$ cat src/acc_cfg.svh
/*
  Constants of the cell convergence block: cell layout, header check,
  scrambler, delineation defaults, maintenance message codes and register map.
  Assumes inclusion by bare name from the design module.
*/
`ifndef ACC_CFG_SVH
`define ACC_CFG_SVH
// Cell layout, byte index within a 53-byte cell
`define ACC_CELL_LAST 6'd52
`define ACC_HEC_IDX 6'd4
`define ACC_PAY_FIRST 6'd5
`define ACC_MSG_LEN 3'd4
// Header check and idle cell
`define ACC_CRC_POLY 8'h07
`define ACC_HEC_COSET 8'h55
`define ACC_IDLE_HDR 32'h0000_0001
`define ACC_IDLE_PAY 8'h6a
`define ACC_SCR_LEN 43
// Delineation and defect defaults
`define ACC_LOST_DEF 4'h7
`define ACC_CONF_DEF 4'h6
`define ACC_N_MIN 6'd3
`define ACC_N_MAX 6'd36
`define ACC_N_DEF 6'd3
`define ACC_PERSIST_DEF 8'h28
`define ACC_LCD_FRAMES 4'h9
// Maintenance message identifiers
`define ACC_MSG_REQ 8'h11
`define ACC_MSG_STAT 8'h91
// Report repetition time
`define ACC_REPORT_PERIOD_MS 1000
`define ACC_CLK_KHZ 200000
// Register byte addresses
`define ACC_A_CTRL 8'h00
`define ACC_A_STATUS 8'h04
`define ACC_A_HVC 8'h08
`define ACC_A_HTC 8'h0c
`define ACC_A_HVC_TOT 8'h10
`define ACC_A_HTC_TOT 8'h14
// Control register fields
`define ACC_F_LOST 3:0
`define ACC_F_CONF 7:4
`define ACC_F_NCH 13:8
`define ACC_F_ZCH 18:16
`define ACC_F_PERSIST 31:24
`endif

$ cat src/acc_pkg.sv
/*
  Types of the cell convergence block: delineation states, port carriers
  and the single state record of the design module.
  Assumes acc_cfg.svh sits in the include path.
*/
`default_nettype none
package acc_pkg;
  typedef enum logic [1:0] {
    ACC_HUNT = 2'b00,
    ACC_PRESYNC = 2'b01,
    ACC_SYNC = 2'b10
  } acc_dlin_t;
  typedef struct packed {
    logic [7:0] addr; logic [31:0] wdata; logic wr; logic rd;
  } acc_bus_t;
  typedef struct packed {logic [7:0] data; logic valid; logic sop;} acc_byte_t;
  typedef struct packed {logic [7:0] data; logic valid;} acc_lbyte_t;
  typedef struct packed {
    logic [31:0] hdr; logic hdr_valid; logic [7:0] data; logic valid;
  } acc_cell_out_t;
  typedef struct packed {
    logic [3:0] lost_thr; logic [3:0] conf_thr; logic [5:0] n_ch;
    logic [2:0] z_ch; logic [7:0] persist;
    logic [5:0] tx_idx; logic tx_user; logic [7:0] tx_crc;
    logic [42:0] tx_scr; acc_lbyte_t line_tx; logic tx_ack;
    acc_dlin_t dl; logic [5:0] rx_idx; logic [39:0] win;
    logic [42:0] rx_scr; logic [3:0] good_cnt; logic [3:0] bad_cnt;
    logic fwd; acc_cell_out_t rx_out;
    logic seen_data; logic ever_sync; logic nncd; logic nocd;
    logic ocd_frame; logic nlcd; logic [3:0] lcd_cnt;
    logic [1:0][7:0] pers; logic [1:0] fail; logic fail_q; logic acked;
    logic ocd_stk; logic lcd_stk;
    logic [15:0] hvc; logic [31:0] htc; logic [31:0] hvc_tot;
    logic [31:0] htc_tot;
    logic fncd; logic focd; logic fhec; logic flcd;
    logic [2:0] eoc_idx; logic [7:0] eoc_id; logic [7:0] eoc_b2;
    logic [7:0] eoc_hi;
    logic [27:0] timer; logic [31:0] msg; logic [2:0] msg_left; logic pend;
    acc_byte_t eoc_o; logic [31:0] rdata;
  } acc_st_t;
endpackage
`default_nettype wire

$ cat src/acc_convergence.sv
/*
  Cell transmission convergence with delineation, defect tracking and the
  cell status maintenance messages, all in one state record.
  Assumes every input comes from logic on clock_i (line framer, cell layer,
  maintenance channel, register master); no pin is sampled here directly.
*/
`timescale 1ns/1ps
`default_nettype none
`include "acc_cfg.svh"
module acc_convergence
  import acc_pkg::*;
#(
  parameter int unsigned REPORT_CYC = `ACC_REPORT_PERIOD_MS * `ACC_CLK_KHZ
) (
  input wire logic clock_i,
  input wire logic rst_i,
  input wire acc_bus_t bus_i,
  output logic [31:0] bus_rdata_o,
  input wire acc_byte_t tx_cell_i,
  output logic tx_ack_o,
  input wire logic line_tx_req_i,
  output acc_lbyte_t line_tx_o,
  input wire acc_lbyte_t line_rx_i,
  output acc_cell_out_t rx_cell_o,
  input wire logic frame_i,
  input wire logic losw_i,
  input wire acc_byte_t eoc_rx_i,
  output acc_byte_t eoc_tx_o,
  input wire logic eoc_tx_ready_i
);
  localparam logic [31:0] IDLE_HDR = `ACC_IDLE_HDR;
  localparam logic [27:0] PERIOD_LAST = 28'(REPORT_CYC - 1);

  acc_st_t s_r;
  acc_st_t s_nxt;

  // Bitwise header CRC step, msb of the byte first
  function automatic logic [7:0] crc8(input logic [7:0] c,
                                      input logic [7:0] d);
    logic [7:0] r;
    r = c;
    for (int k = 7; k >= 0; k--) begin
      r = {r[6:0], 1'b0} ^ (((r[7] ^ d[k]) != 1'b0) ? `ACC_CRC_POLY : 8'h00);
    end
    return r;
  endfunction

  // Header check byte with coset already applied
  function automatic logic [7:0] hec(input logic [31:0] h);
    logic [7:0] c;
    c = 8'h00;
    for (int k = 3; k >= 0; k--) begin
      c = crc8(c, h[8*k +: 8]);
    end
    return c ^ `ACC_HEC_COSET;
  endfunction

  // Self-synchronising x^43+1 on one byte; history holds line bits
  function automatic logic [50:0] scr8(input logic [42:0] h,
                                       input logic [7:0] d,
                                       input logic desc);
    logic [42:0] sh;
    logic [7:0] o;
    sh = h;
    o = 8'h00;
    for (int k = 7; k >= 0; k--) begin
      o[k] = d[k] ^ sh[`ACC_SCR_LEN-1];
      sh = {sh[41:0], desc ? d[k] : o[k]};
    end
    return {sh, o};
  endfunction

  // Outputs straight from the state record
  assign bus_rdata_o = s_r.rdata;
  assign tx_ack_o = s_r.tx_ack;
  assign line_tx_o = s_r.line_tx;
  assign rx_cell_o = s_r.rx_out;
  assign eoc_tx_o = s_r.eoc_o;

  logic cfg_ok;
  logic [39:0] win_nxt;
  logic match;
  logic is_idle;
  logic user;
  logic [7:0] tb;
  logic [7:0] pay;
  logic nhec;
  logic lost;
  logic reach_sync;
  logic htc_inc;
  logic req;
  logic hit;
  logic fail_any;
  logic auto_send;
  logic snap;
  logic [7:0] oct2;
  logic [1:0] cond;

  // Next-state logic for the whole block
  always_comb begin
    s_nxt = s_r;
    user = 1'b0;
    tb = 8'h00;
    pay = 8'h00;
    nhec = 1'b0;
    lost = 1'b0;
    reach_sync = 1'b0;
    htc_inc = 1'b0;
    req = 1'b0;
    hit = 1'b0;
    snap = 1'b0;
    s_nxt.tx_ack = 1'b0;
    s_nxt.line_tx.valid = 1'b0;
    s_nxt.rx_out.hdr_valid = 1'b0;
    s_nxt.rx_out.valid = 1'b0;
    s_nxt.rdata = 32'h0;
    cfg_ok = s_r.n_ch >= `ACC_N_MIN && s_r.n_ch <= `ACC_N_MAX
             && s_r.z_ch == 3'h0;
    win_nxt = {s_r.win[31:0], line_rx_i.data};
    match = hec(win_nxt[39:8]) == win_nxt[7:0];
    is_idle = win_nxt[39:8] == IDLE_HDR;

    // Transmit: one byte per line request, bit 7 leaves first
    if (line_tx_req_i) begin
      s_nxt.tx_idx = (s_r.tx_idx == `ACC_CELL_LAST) ? 6'h0
                     : s_r.tx_idx + 6'h1;
      user = s_r.tx_user;
      if (s_r.tx_idx == 6'h0) begin
        user = cfg_ok & tx_cell_i.valid & tx_cell_i.sop;
        s_nxt.tx_user = user;
      end
      if (s_r.tx_idx < `ACC_HEC_IDX) begin
        tb = user ? tx_cell_i.data
             : IDLE_HDR[8*(3 - s_r.tx_idx[1:0]) +: 8];
        s_nxt.tx_crc = crc8((s_r.tx_idx == 6'h0) ? 8'h00 : s_r.tx_crc, tb);
        s_nxt.tx_ack = user;
      end else if (s_r.tx_idx == `ACC_HEC_IDX) begin
        tb = s_r.tx_crc ^ `ACC_HEC_COSET;
      end else begin
        {s_nxt.tx_scr, tb} = scr8(s_r.tx_scr,
                                  user ? tx_cell_i.data : `ACC_IDLE_PAY,
                                  1'b0);
        s_nxt.tx_ack = user;
      end
      s_nxt.line_tx.data = tb;
      s_nxt.line_tx.valid = 1'b1;
    end

    // Receive delineation, one step per line byte
    if (line_rx_i.valid) begin
      s_nxt.seen_data = 1'b1;
      s_nxt.win = win_nxt;
      unique case (s_r.dl)
        ACC_HUNT: begin
          if (match) begin
            s_nxt.dl = ACC_PRESYNC;
            s_nxt.rx_idx = `ACC_PAY_FIRST;
            s_nxt.good_cnt = 4'h0;
            s_nxt.fwd = 1'b0;
          end
        end
        ACC_PRESYNC, ACC_SYNC: begin
          s_nxt.rx_idx = (s_r.rx_idx == `ACC_CELL_LAST) ? 6'h0
                         : s_r.rx_idx + 6'h1;
          if (s_r.rx_idx == `ACC_HEC_IDX) begin
            nhec = !match;
            s_nxt.fwd = 1'b0;
            if (s_r.dl == ACC_PRESYNC) begin
              if (!match) begin
                s_nxt.dl = ACC_HUNT;
              end else if (s_r.good_cnt + 4'h1 >= s_r.conf_thr) begin
                s_nxt.dl = ACC_SYNC;
                s_nxt.bad_cnt = 4'h0;
                reach_sync = 1'b1;
              end else begin
                s_nxt.good_cnt = s_r.good_cnt + 4'h1;
              end
            end else begin
              htc_inc = 1'b1;
              if (match) begin
                s_nxt.bad_cnt = 4'h0;
                s_nxt.fwd = !is_idle;
                s_nxt.rx_out.hdr = win_nxt[39:8];
                s_nxt.rx_out.hdr_valid = !is_idle;
              end else if (s_r.bad_cnt + 4'h1 >= s_r.lost_thr) begin
                s_nxt.dl = ACC_HUNT;
                lost = 1'b1;
              end else begin
                s_nxt.bad_cnt = s_r.bad_cnt + 4'h1;
              end
            end
          end else if (s_r.rx_idx >= `ACC_PAY_FIRST) begin
            {s_nxt.rx_scr, pay} = scr8(s_r.rx_scr, line_rx_i.data, 1'b1);
            s_nxt.rx_out.data = pay;
            s_nxt.rx_out.valid = s_r.fwd;
          end
        end
        default: s_nxt.dl = ACC_HUNT;
      endcase
    end

    // Near-end anomalies and the loss defect, counted in line frames
    s_nxt.ever_sync = s_r.ever_sync | reach_sync;
    s_nxt.nncd = s_nxt.seen_data & !s_nxt.ever_sync;
    s_nxt.ocd_frame = s_r.ocd_frame | s_r.nocd;
    if (frame_i) begin
      hit = s_r.ocd_frame | s_r.nocd;
      s_nxt.ocd_frame = 1'b0;
      if (!hit || losw_i) begin
        s_nxt.lcd_cnt = 4'h0;
      end else if (!s_r.nlcd) begin
        s_nxt.lcd_cnt = s_r.lcd_cnt + 4'h1;
        s_nxt.nlcd = s_r.lcd_cnt + 4'h1 >= `ACC_LCD_FRAMES;
      end
    end
    if (reach_sync) begin
      s_nxt.nlcd = 1'b0;
      s_nxt.lcd_cnt = 4'h0;
    end
    // Set wins over the clears
    if (lost) begin
      s_nxt.nocd = 1'b1;
    end else if (reach_sync || (s_nxt.nlcd && !s_r.nlcd)) begin
      s_nxt.nocd = 1'b0;
    end

    // Failures need the condition to persist over frames
    cond = {s_r.nlcd, s_r.nncd};
    for (int k = 0; k < 2; k++) begin
      if (!cond[k]) begin
        s_nxt.pers[k] = 8'h0;
        s_nxt.fail[k] = 1'b0;
      end else if (frame_i && !s_r.fail[k]) begin
        s_nxt.pers[k] = s_r.pers[k] + 8'h1;
        s_nxt.fail[k] = s_r.pers[k] + 8'h1 >= s_r.persist;
      end
    end

    // Incoming maintenance messages
    if (eoc_rx_i.valid) begin
      if (eoc_rx_i.sop) begin
        s_nxt.eoc_idx = 3'h1;
        s_nxt.eoc_id = eoc_rx_i.data;
        req = eoc_rx_i.data == `ACC_MSG_REQ;
      end else if (s_r.eoc_idx != 3'h0) begin
        s_nxt.eoc_idx = s_r.eoc_idx + 3'h1;
        unique case (s_r.eoc_idx)
          3'h1: s_nxt.eoc_b2 = eoc_rx_i.data;
          3'h2: s_nxt.eoc_hi = eoc_rx_i.data;
          3'h3: begin
            s_nxt.eoc_idx = 3'h0;
            if (s_r.eoc_id == `ACC_MSG_STAT) begin
              s_nxt.fncd = s_r.eoc_b2[7];
              s_nxt.focd = s_r.eoc_b2[6] & !s_r.eoc_b2[7];
              s_nxt.flcd = s_r.eoc_b2[5];
              s_nxt.fhec = {s_r.eoc_hi, eoc_rx_i.data} != 16'h0;
            end
          end
          default: s_nxt.eoc_idx = 3'h0;
        endcase
      end
    end

    // Report scheduling: replies and once-a-second autonomous repeats
    fail_any = |s_r.fail;
    s_nxt.fail_q = fail_any;
    if (!fail_any) begin
      s_nxt.acked = 1'b0;
    end else if (req) begin
      s_nxt.acked = 1'b1;
    end
    auto_send = fail_any & !s_r.acked
                & ((fail_any & !s_r.fail_q) | (s_r.timer == 28'h0));
    if (auto_send) begin
      s_nxt.timer = PERIOD_LAST;
    end else if (s_r.timer != 28'h0) begin
      s_nxt.timer = s_r.timer - 28'h1;
    end
    // Only one indicator may be set; no-delineation outranks loss
    oct2[7] = s_r.nncd;
    oct2[5] = !s_r.nncd & (s_r.lcd_stk | s_r.nlcd);
    oct2[6] = !s_r.nncd & !oct2[5] & (s_r.ocd_stk | s_r.nocd);
    oct2[4:2] = 3'b000;
    oct2[1] = s_r.fail[0];
    oct2[0] = s_r.fail[1];
    if (s_r.eoc_o.valid && eoc_tx_ready_i) begin
      s_nxt.msg = {s_r.msg[23:0], 8'h00};
      s_nxt.msg_left = s_r.msg_left - 3'h1;
    end
    if ((req || auto_send || s_r.pend) && s_r.msg_left == 3'h0) begin
      snap = 1'b1;
      s_nxt.msg = {`ACC_MSG_STAT, oct2, s_r.hvc};
      s_nxt.msg_left = `ACC_MSG_LEN;
      s_nxt.pend = 1'b0;
    end else if (req || auto_send) begin
      s_nxt.pend = 1'b1;
    end
    s_nxt.eoc_o.valid = s_nxt.msg_left != 3'h0;
    s_nxt.eoc_o.sop = s_nxt.msg_left == `ACC_MSG_LEN;
    s_nxt.eoc_o.data = s_nxt.msg[31:24];

    // Since-report stickies and counters; a new event beats the clear
    s_nxt.ocd_stk = (s_r.ocd_stk & !snap) | s_r.nocd;
    s_nxt.lcd_stk = (s_r.lcd_stk & !snap) | s_r.nlcd;
    s_nxt.hvc = (snap ? 16'h0 : s_r.hvc) + {15'h0, nhec};
    s_nxt.htc = (snap ? 32'h0 : s_r.htc) + {31'h0, htc_inc};

    // Register port
    s_nxt.hvc_tot = ((bus_i.wr && bus_i.addr == `ACC_A_HVC_TOT) ? 32'h0
                     : s_r.hvc_tot) + {31'h0, nhec};
    s_nxt.htc_tot = ((bus_i.wr && bus_i.addr == `ACC_A_HTC_TOT) ? 32'h0
                     : s_r.htc_tot) + {31'h0, htc_inc};
    if (bus_i.wr && bus_i.addr == `ACC_A_CTRL) begin
      s_nxt.lost_thr = bus_i.wdata[`ACC_F_LOST];
      s_nxt.conf_thr = bus_i.wdata[`ACC_F_CONF];
      s_nxt.n_ch = bus_i.wdata[`ACC_F_NCH];
      s_nxt.z_ch = bus_i.wdata[`ACC_F_ZCH];
      s_nxt.persist = bus_i.wdata[`ACC_F_PERSIST];
    end
    if (bus_i.rd) begin
      unique case (bus_i.addr)
        `ACC_A_CTRL: begin
          s_nxt.rdata[`ACC_F_LOST] = s_r.lost_thr;
          s_nxt.rdata[`ACC_F_CONF] = s_r.conf_thr;
          s_nxt.rdata[`ACC_F_NCH] = s_r.n_ch;
          s_nxt.rdata[`ACC_F_ZCH] = s_r.z_ch;
          s_nxt.rdata[`ACC_F_PERSIST] = s_r.persist;
        end
        `ACC_A_STATUS: s_nxt.rdata[12:0] = {s_r.acked, cfg_ok, s_r.flcd,
          s_r.fhec, s_r.focd, s_r.fncd, s_r.fail[1], s_r.fail[0],
          s_r.nlcd, s_r.nocd, s_r.nncd, s_r.dl};
        `ACC_A_HVC: s_nxt.rdata[15:0] = s_r.hvc;
        `ACC_A_HTC: s_nxt.rdata = s_r.htc;
        `ACC_A_HVC_TOT: s_nxt.rdata = s_r.hvc_tot;
        `ACC_A_HTC_TOT: s_nxt.rdata = s_r.htc_tot;
        default: s_nxt.rdata = 32'h0;
      endcase
    end

    // Synchronous reset: constants only
    if (rst_i) begin
      s_nxt = '0;
      s_nxt.lost_thr = `ACC_LOST_DEF;
      s_nxt.conf_thr = `ACC_CONF_DEF;
      s_nxt.n_ch = `ACC_N_DEF;
      s_nxt.persist = `ACC_PERSIST_DEF;
      s_nxt.fncd = 1'b1;
    end
  end

  // State register
  always_ff @(posedge clock_i) begin
    s_r <= s_nxt;
  end
endmodule
`default_nettype wire

$ cat config.mk
export PLATFORM = sky130hd
export DESIGN_NAME = acc_convergence
export DESIGN_NICKNAME = d
export VERILOG_FILES = /design/src/acc_pkg.sv /design/src/acc_convergence.sv
export VERILOG_INCLUDE_DIRS = /design/src
export SDC_FILE = /design/constraint.sdc
export NUM_CORES = 1
export LEC_CHECK = 0
export BUFFER_PORTS_ARGS = -buffer_cell sky130_fd_sc_hd__buf_2
export CORE_ASPECT_RATIO = 0.75
export CORE_UTILIZATION = 50
export DETAILED_ROUTE_END_ITERATION = 7
export GPL_TIMING_DRIVEN = 0
export PLACE_DENSITY = 0.7
export SYNTH_ARGS = -nofsm -noshare
export SYNTH_HDL_FRONTEND = slang
export SYNTH_SLANG_ARGS = --single-unit
$ cat constraint.sdc
create_clock -name clock_i -period 6.15 [get_ports clock_i]
set_input_delay 0.3075 -clock clock_i [delete_from_list [all_inputs] [get_ports clock_i]]
set_output_delay 0.3075 -clock clock_i [all_outputs]
set_load 0.01 [all_outputs]
Yosys cells after proc, flatten, opt, wreduce, memory -nomap -nowiden
Index checks and enable logic that the tools add are counted.

cells by class
  add/subtract/negate cells = 15
  multipliers = 0
  divide/modulo/power cells = 0
  $lt $le $gt $ge = 9
  equal/unequal tests = 31
  shifts and indexed selects = 1
  muxes and demuxes = 122
  bitwise logic cells = 129
  reduce and logical (&&, ||, !) cells = 71

operators by type and width
  operator                  count
  $xor 8x3->8               35
  $mux 3                    43
  $add 32x1->32             3
  $mux 32                   3
  $pmux 13 s6               1
  $mux 35                   2
  $mux 34                   2
  $mux 28                   2
  $mux 8                    7
  $xor 1x1->1               50
  $mux 42                   1
  $shiftx 32x33->8 const A  1
  $eq 32x1->1 const B       1
  $mux 4                    8
  $pmux 8 s4                1
  $mux 1                    31
  $logic_not 28->1          1
  $reduce_bool 28->1        1
  $sub 28x1->28 const B     1
  $eq 8x5->1 const B        3
  $reduce_or 2->1           12
  $add 16x1->16             1
  $add 8x1->8 const B       2
  $eq 8x4->1 const B        2
  64 further kinds          164

word-level totals
  register bits = 500
  bits in latches = 0
  RAM bits = 0
  ROM bits = 0
  input port bits = 77
  output and inout bits = 94
  word-level logic and storage cells = 439
  memories = 0

Depth between registers and ports, before layout
  depth in word-level cells = 97
  gate-level depth with buffers = 20
  mapped depth without buffers = 18

Worst setup path before layout
No wires, ideal clock.

  path type = register to register
  start point = register s_r[405] in the netlist's numbering
  end point = register s_r[199] in the netlist's numbering
  library setup time = 0.070 ns
  data arrival time = 4.711 ns
  required time = 6.080 ns
  slack = 1.369 ns
  cell stages (with the launch flop) = 21
  path buffers = 2
  clock period less this slack = 4.781 ns
  path through = dfxtp_1 > inv_1 > ha_1 > xnor2_1 > xnor3_1 > xor2_1 > xnor2_1 > mux2i_1 > a221oi_1 > a2111oi_4 > clkbuf_1 > nor2_1 > ha_1 > ha_1 > and2_1 > clkbuf_1 > nand2_1 > nor2_1 > nand3b_1 > or3_1 > a21oi_1

on the way
  longest elaborated chain between the ends = 50
  elaborated cells between the ends (all ways) = 82
  classes of those cells = 1 x add/sub; 1 x eq/ne; 25 x mux; 54 x bitwise; 1 x reduce/logical

RTL lines
  element                     RTL line                RTL
  from (decl)                 acc_convergence.sv:34   acc_st_t s_r;
  from (signal assigned)      acc_convergence.sv:353  s_r <= s_nxt;
  $xor 1x1->1 *               acc_convergence.sv:43   r = {r[6:0], 1'b0} ^ (((r[7] ^ d[k]) != 1'b0) ? `ACC_CRC_POLY : 8'h00);
  $mux 3 *                    acc_convergence.sv:43
  $xor 4x3->4 *               acc_convergence.sv:43
  $xor 5x3->5 *               acc_convergence.sv:43
  $xor 6x3->6 *               acc_convergence.sv:43
  $xor 7x3->7 *               acc_convergence.sv:43
  $xor 8x3->8 * (2 in a row)  acc_convergence.sv:43
  $xor 1x1->1                 acc_convergence.sv:43
  [33 not listed]             -
  $xor 8x3->8 *               acc_convergence.sv:43
  $not 4->4 (no source line)  -
  $eq 8x8->1 *                acc_convergence.sv:120  match = hec(win_nxt[39:8]) == win_nxt[7:0];
  $logic_not 1->1 *           -
  $mux 1 *                    acc_convergence.sv:165  if (s_r.rx_idx == `ACC_HEC_IDX) begin
  $mux 1 *                    acc_convergence.sv:153  unique case (s_r.dl)
  $mux 1 *                    acc_convergence.sv:150  if (line_rx_i.valid) begin
  $add 32x1->32 *             acc_convergence.sv:309  s_nxt.hvc_tot = ((bus_i.wr && bus_i.addr == `ACC_A_HVC_TOT) ? 32'h0

Every way passes the cells marked *; elsewhere a longest branch is shown, timed or not.
A chain may end at the register's enable or synchronous reset.

Final worst setup path
  start point = register s_r[401] in the netlist's numbering
  end point = register s_r[199] in the netlist's numbering

on the way
  longest elaborated chain between the ends = 44
  elaborated cells between the ends (all ways) = 70
  classes of those cells = 1 x add/sub; 1 x eq/ne; 21 x mux; 46 x bitwise; 1 x reduce/logical

RTL lines
  element                                            RTL line
  $xor 1x1->1 *                                      acc_convergence.sv:43
  $mux 3 *                                           acc_convergence.sv:43
  $xor 8x3->8 * (6 in a row)                         acc_convergence.sv:43
  $xor 1x1->1 / $xor 8x3->8 (equally long branches)  acc_convergence.sv:43
  $mux 3 (tied with other cells)                     acc_convergence.sv:43
  $xor 8x3->8 * (6 in a row)                         acc_convergence.sv:43
  $xor 1x1->1 / $xor 8x3->8 (equally long branches)  acc_convergence.sv:43
  $mux 3 (tied with other cells)                     acc_convergence.sv:43
  [18 not listed]                                    -
  $xor 8x3->8 *                                      acc_convergence.sv:43
  $not 4->4 (no source line)                         -
  $eq 8x8->1 *                                       acc_convergence.sv:120
  $logic_not 1->1 *                                  -
  $mux 1 *                                           acc_convergence.sv:165
  $mux 1 *                                           acc_convergence.sv:153
  $mux 1 *                                           acc_convergence.sv:150
  $add 32x1->32 *                                    acc_convergence.sv:309

Marked as above.

==> metrics.yaml <==
status:
  status: "completed"
synthesis:
  async_flop_share_pct: 0
  ys_ff_latch: 495
  yosys_warnings: 0
  ys_types: 68
  avgSynthCellArea_um2: 8.31
  postSynthCellCount: 2838
  synth_edf_count: 0
  postSynthNetCount: 2971
  syn_area_um2: 23600
  ys.flop_type: "dfxtp_1"
  ys_seq_area_share_pct: 42.0
finish:
  nNetsFinal: 3214
  fillerInstances: 4132
  seq_area_um2: 9910
  insertedDiodeCount: 0
  finish.utilization_pct: 58.7
  multi_input_area_um2: 12200
  synthToLayoutAreaGrowth_pct: 15.1
  drive_gt1_share_pct: 11.6
route:
  antenna_left: 0
  wl_per_cell_um: 17.6
  dr_total_vias: 20500
  drt_iter0_markers: 1780
  drc: 0
  via_per_inst: 5.46
  finalWirelength_mm: 66.0
  drtPass1Iterations: 6
global_route:
  track_usage_pct: 27.3
  grt_pass1_wl_mm: 104
  first_global_vias: 19400
  antenna_found_initial: 0
  grt_overflow_total: 0
  grt_max_degree: 15
power:
  peakVddDrop_uv: 264
  finalPower_mw: 7.36
  p_leak_nw: 10.8
  pwr_density_cell_nw_per_um2: 271
sta:
  fin_crit_sh_pct: 91.8
  setup-violations-final: 0
  hold_viol: 0
  tns_ns: 0
  tightest_slew_ns: 1.00
  slew_headroom_pct: 33.1
  whs_ns: 0.0289
  postLayoutSetupSlackWorst_ns: 0.507
  finalCriticalPeriod_ns: 5.64
  finalMaxSlewViolations: 0
  grt_setup_unrepaired: "no"
  finClkSkew_ns: 0.0161
  max_freq_ghz: 0.177
floorplan:
  coreArea_um2: 46300
  start_util_pct: 51.0
  die_w_um: 253
  row_count: 68
  die_y_um: 190
  die-area_um2: 48100
  io_pins: 171
clock_network:
  cts-buffers-inserted: 49
  cts_tree: "built"
  clockRootBuffer: "clkbuf_16"
  clock_latency_ns: 0.60
  clockBufferDepth: 3
  cts_num_sinks: 495
  clk_pin_slew_ns: 0.06
  htree_levels: 2
  post_cts.repair.setup_buffers: 0
place:
  numPortBuffers: 160
  place_hpwl_mm: 49.5
  place_congestion: 0.943
  dpl_worst_slack_ns: 0.396
setup_path:
  critical_path_required_ns: 6.67
  reg2reg_from: "s_r[401]$_SDFFE_PP0P_"
  cp.arrival_ns: 6.17
  r2r_slack_ns: 0.51
  timing.rr.end: "s_r[199]$_SDFF_PP0_"
  critPathMaxFanout: 10
  setup.worst_path.class: "register to register"
  start_kind: "register"
  reg2reg_depth: 20
  endpoint_kind: "register"
min_path:
  hold_path_end: "line_tx_o[5]$_SDFFE_PP0P_"
  min_path_cells: 3
  hold_start: "tx_cell_i[6]"
  hp-class: "input pin to register"
job:
  drv_cap: 0
==> flip-flops by register name, summed over array words and instances, names as in the netlist <==
signal,flops
rx_cell_o,42
tx_ack_o,1
oct2,2
s_r,405
eoc_tx_o,2
line_tx_o,9
bus_rdata_o,32
cond,2
==> cell type report <==
class / count / area share [%]
timing repair buffer: 192 / 4.13
clock inverter: 12 / 0.525
multi-input combinational: 2043 / 44.9
inverter: 50 / 0.691
tap: 630 / 2.90
clock buffer: 76 / 5.49
buffer: 250 / 4.86
sequential: 495 / 36.5
==> kinds of logic after synthesis <==
group           count (synthesis)  synth area share, %
simple gates                 1199                 22.5
flops                         495                 42.0
compound gates                438                 11.0
buf+inv                       300                 6.39
xor+xnor                      247                 10.6
mux                           103                 4.49
fa+ha+maj                      56                 2.97
==> cell usage after synthesis (35+ instances only) <==
library cell,count,area [um2]
a21oi_1,259,1300
xnor2_1,104,911
mux2i_1,98,981
nand2b_1,37,231
buf_4,93,698
dfxtp_1,495,9910
xor2_1,119,1040
nor2_1,348,1310
clkbuf_1,138,518
nand3_1,90,450
o21ai_0,43,215
ha_1,56,701
and3_1,35,219
inv_1,50,188
nand2_1,509,1910
==> report_power, final <==
| part | internal [mW] | switching (mW) | total [mW] |
|---|---|---|---|
| sequential | 3.29 | 0.0800 | 3.37 |
| combinational | 0.397 | 0.528 | 0.925 |
| clock | 1.79 | 1.28 | 3.07 |
| total | 5.47 | 1.89 | 7.36 |
==> worst max path at each step <==
stage,end,start,cells after the start
finish,s_r[199]$_SDFF_PP0_,s_r[401]$_SDFFE_PP0P_,20
global route,s_r[199]$_SDFF_PP0_,s_r[401]$_SDFFE_PP0P_,20
CTS,s_r[199]$_SDFF_PP0_,s_r[405]$_SDFFE_PP0P_,20
detailed placement,s_r[199]$_SDFF_PP0_,s_r[405]$_SDFFE_PP0P_,20
global placement,s_r[199]$_SDFF_PP0_,s_r[405]$_SDFFE_PP0P_,20
floorplan,s_r[199]$_SDFF_PP0_,s_r[405]$_SDFFE_PP0P_,20
==> placed cells by master, fill, tap and decap left out, types with 35 or more instances in the layout <==
| cell type | count |
|---|---|
| nor2_1 | 348 |
| buf_4 | 93 |
| nand3_1 | 90 |
| xnor2_1 | 102 |
| mux2i_1 | 98 |
| inv_1 | 50 |
| buf_2 | 168 |
| ha_1 | 56 |
| and3_1 | 35 |
| xor2_1 | 119 |
| dfxtp_1 | 495 |
| o21ai_0 | 43 |
| clkbuf_1 | 151 |
| a21oi_1 | 259 |
| clkbuf_16 | 51 |
| nand2b_1 | 37 |
| nand2_1 | 509 |
==> routing by layer <==
layer / vias to the layer above / GRT usage, % / part of all wire (%)
met5: - / 0 / 0
met4: 0 / 7.72 / 2.2
met3: 109 / 4.62 / 7.6
met2: 654 / 40.2 / 42
met1: 9793 / 40.6 / 48
li1: 9906 / - / -
==> metrics by stage <==
stage / area (um2) / std cells
floorplan: 23600 / 2838
global placement: 25200 / 3628
detailed placement: 25200 / 3628
CTS: 27100 / 3748
global route: 27100 / 3748
finish: 27100 / 3748
==> critical path: stages, from the launching register on <==
cell	delay [ns]
dfxtp_1	0.46
inv_1	0.08
ha_1	0.31
xnor2_1	0.40
xnor2_1	0.23
xor2_1	0.36
xnor3_1	0.48
xnor2_1	0.18
mux2i_1	0.31
a2111oi_4	0.12
clkbuf_1	0.27
nor2_1	0.31
ha_1	0.24
ha_1	0.19
and2_1	0.13
clkbuf_1	0.32
nand2_1	0.10
nor2_1	0.29
nand3b_1	0.26
or3_1	0.37
a21oi_1	0.15
==> what timing repair did <==
item / CTS / global route
hold buffers: 32 / 0
endpoints found under the hold margin: 33 / 0
resized for setup: 0 / 2
setup endpoints to repair: 0 / 3
(Power assumes the default switching activity.)
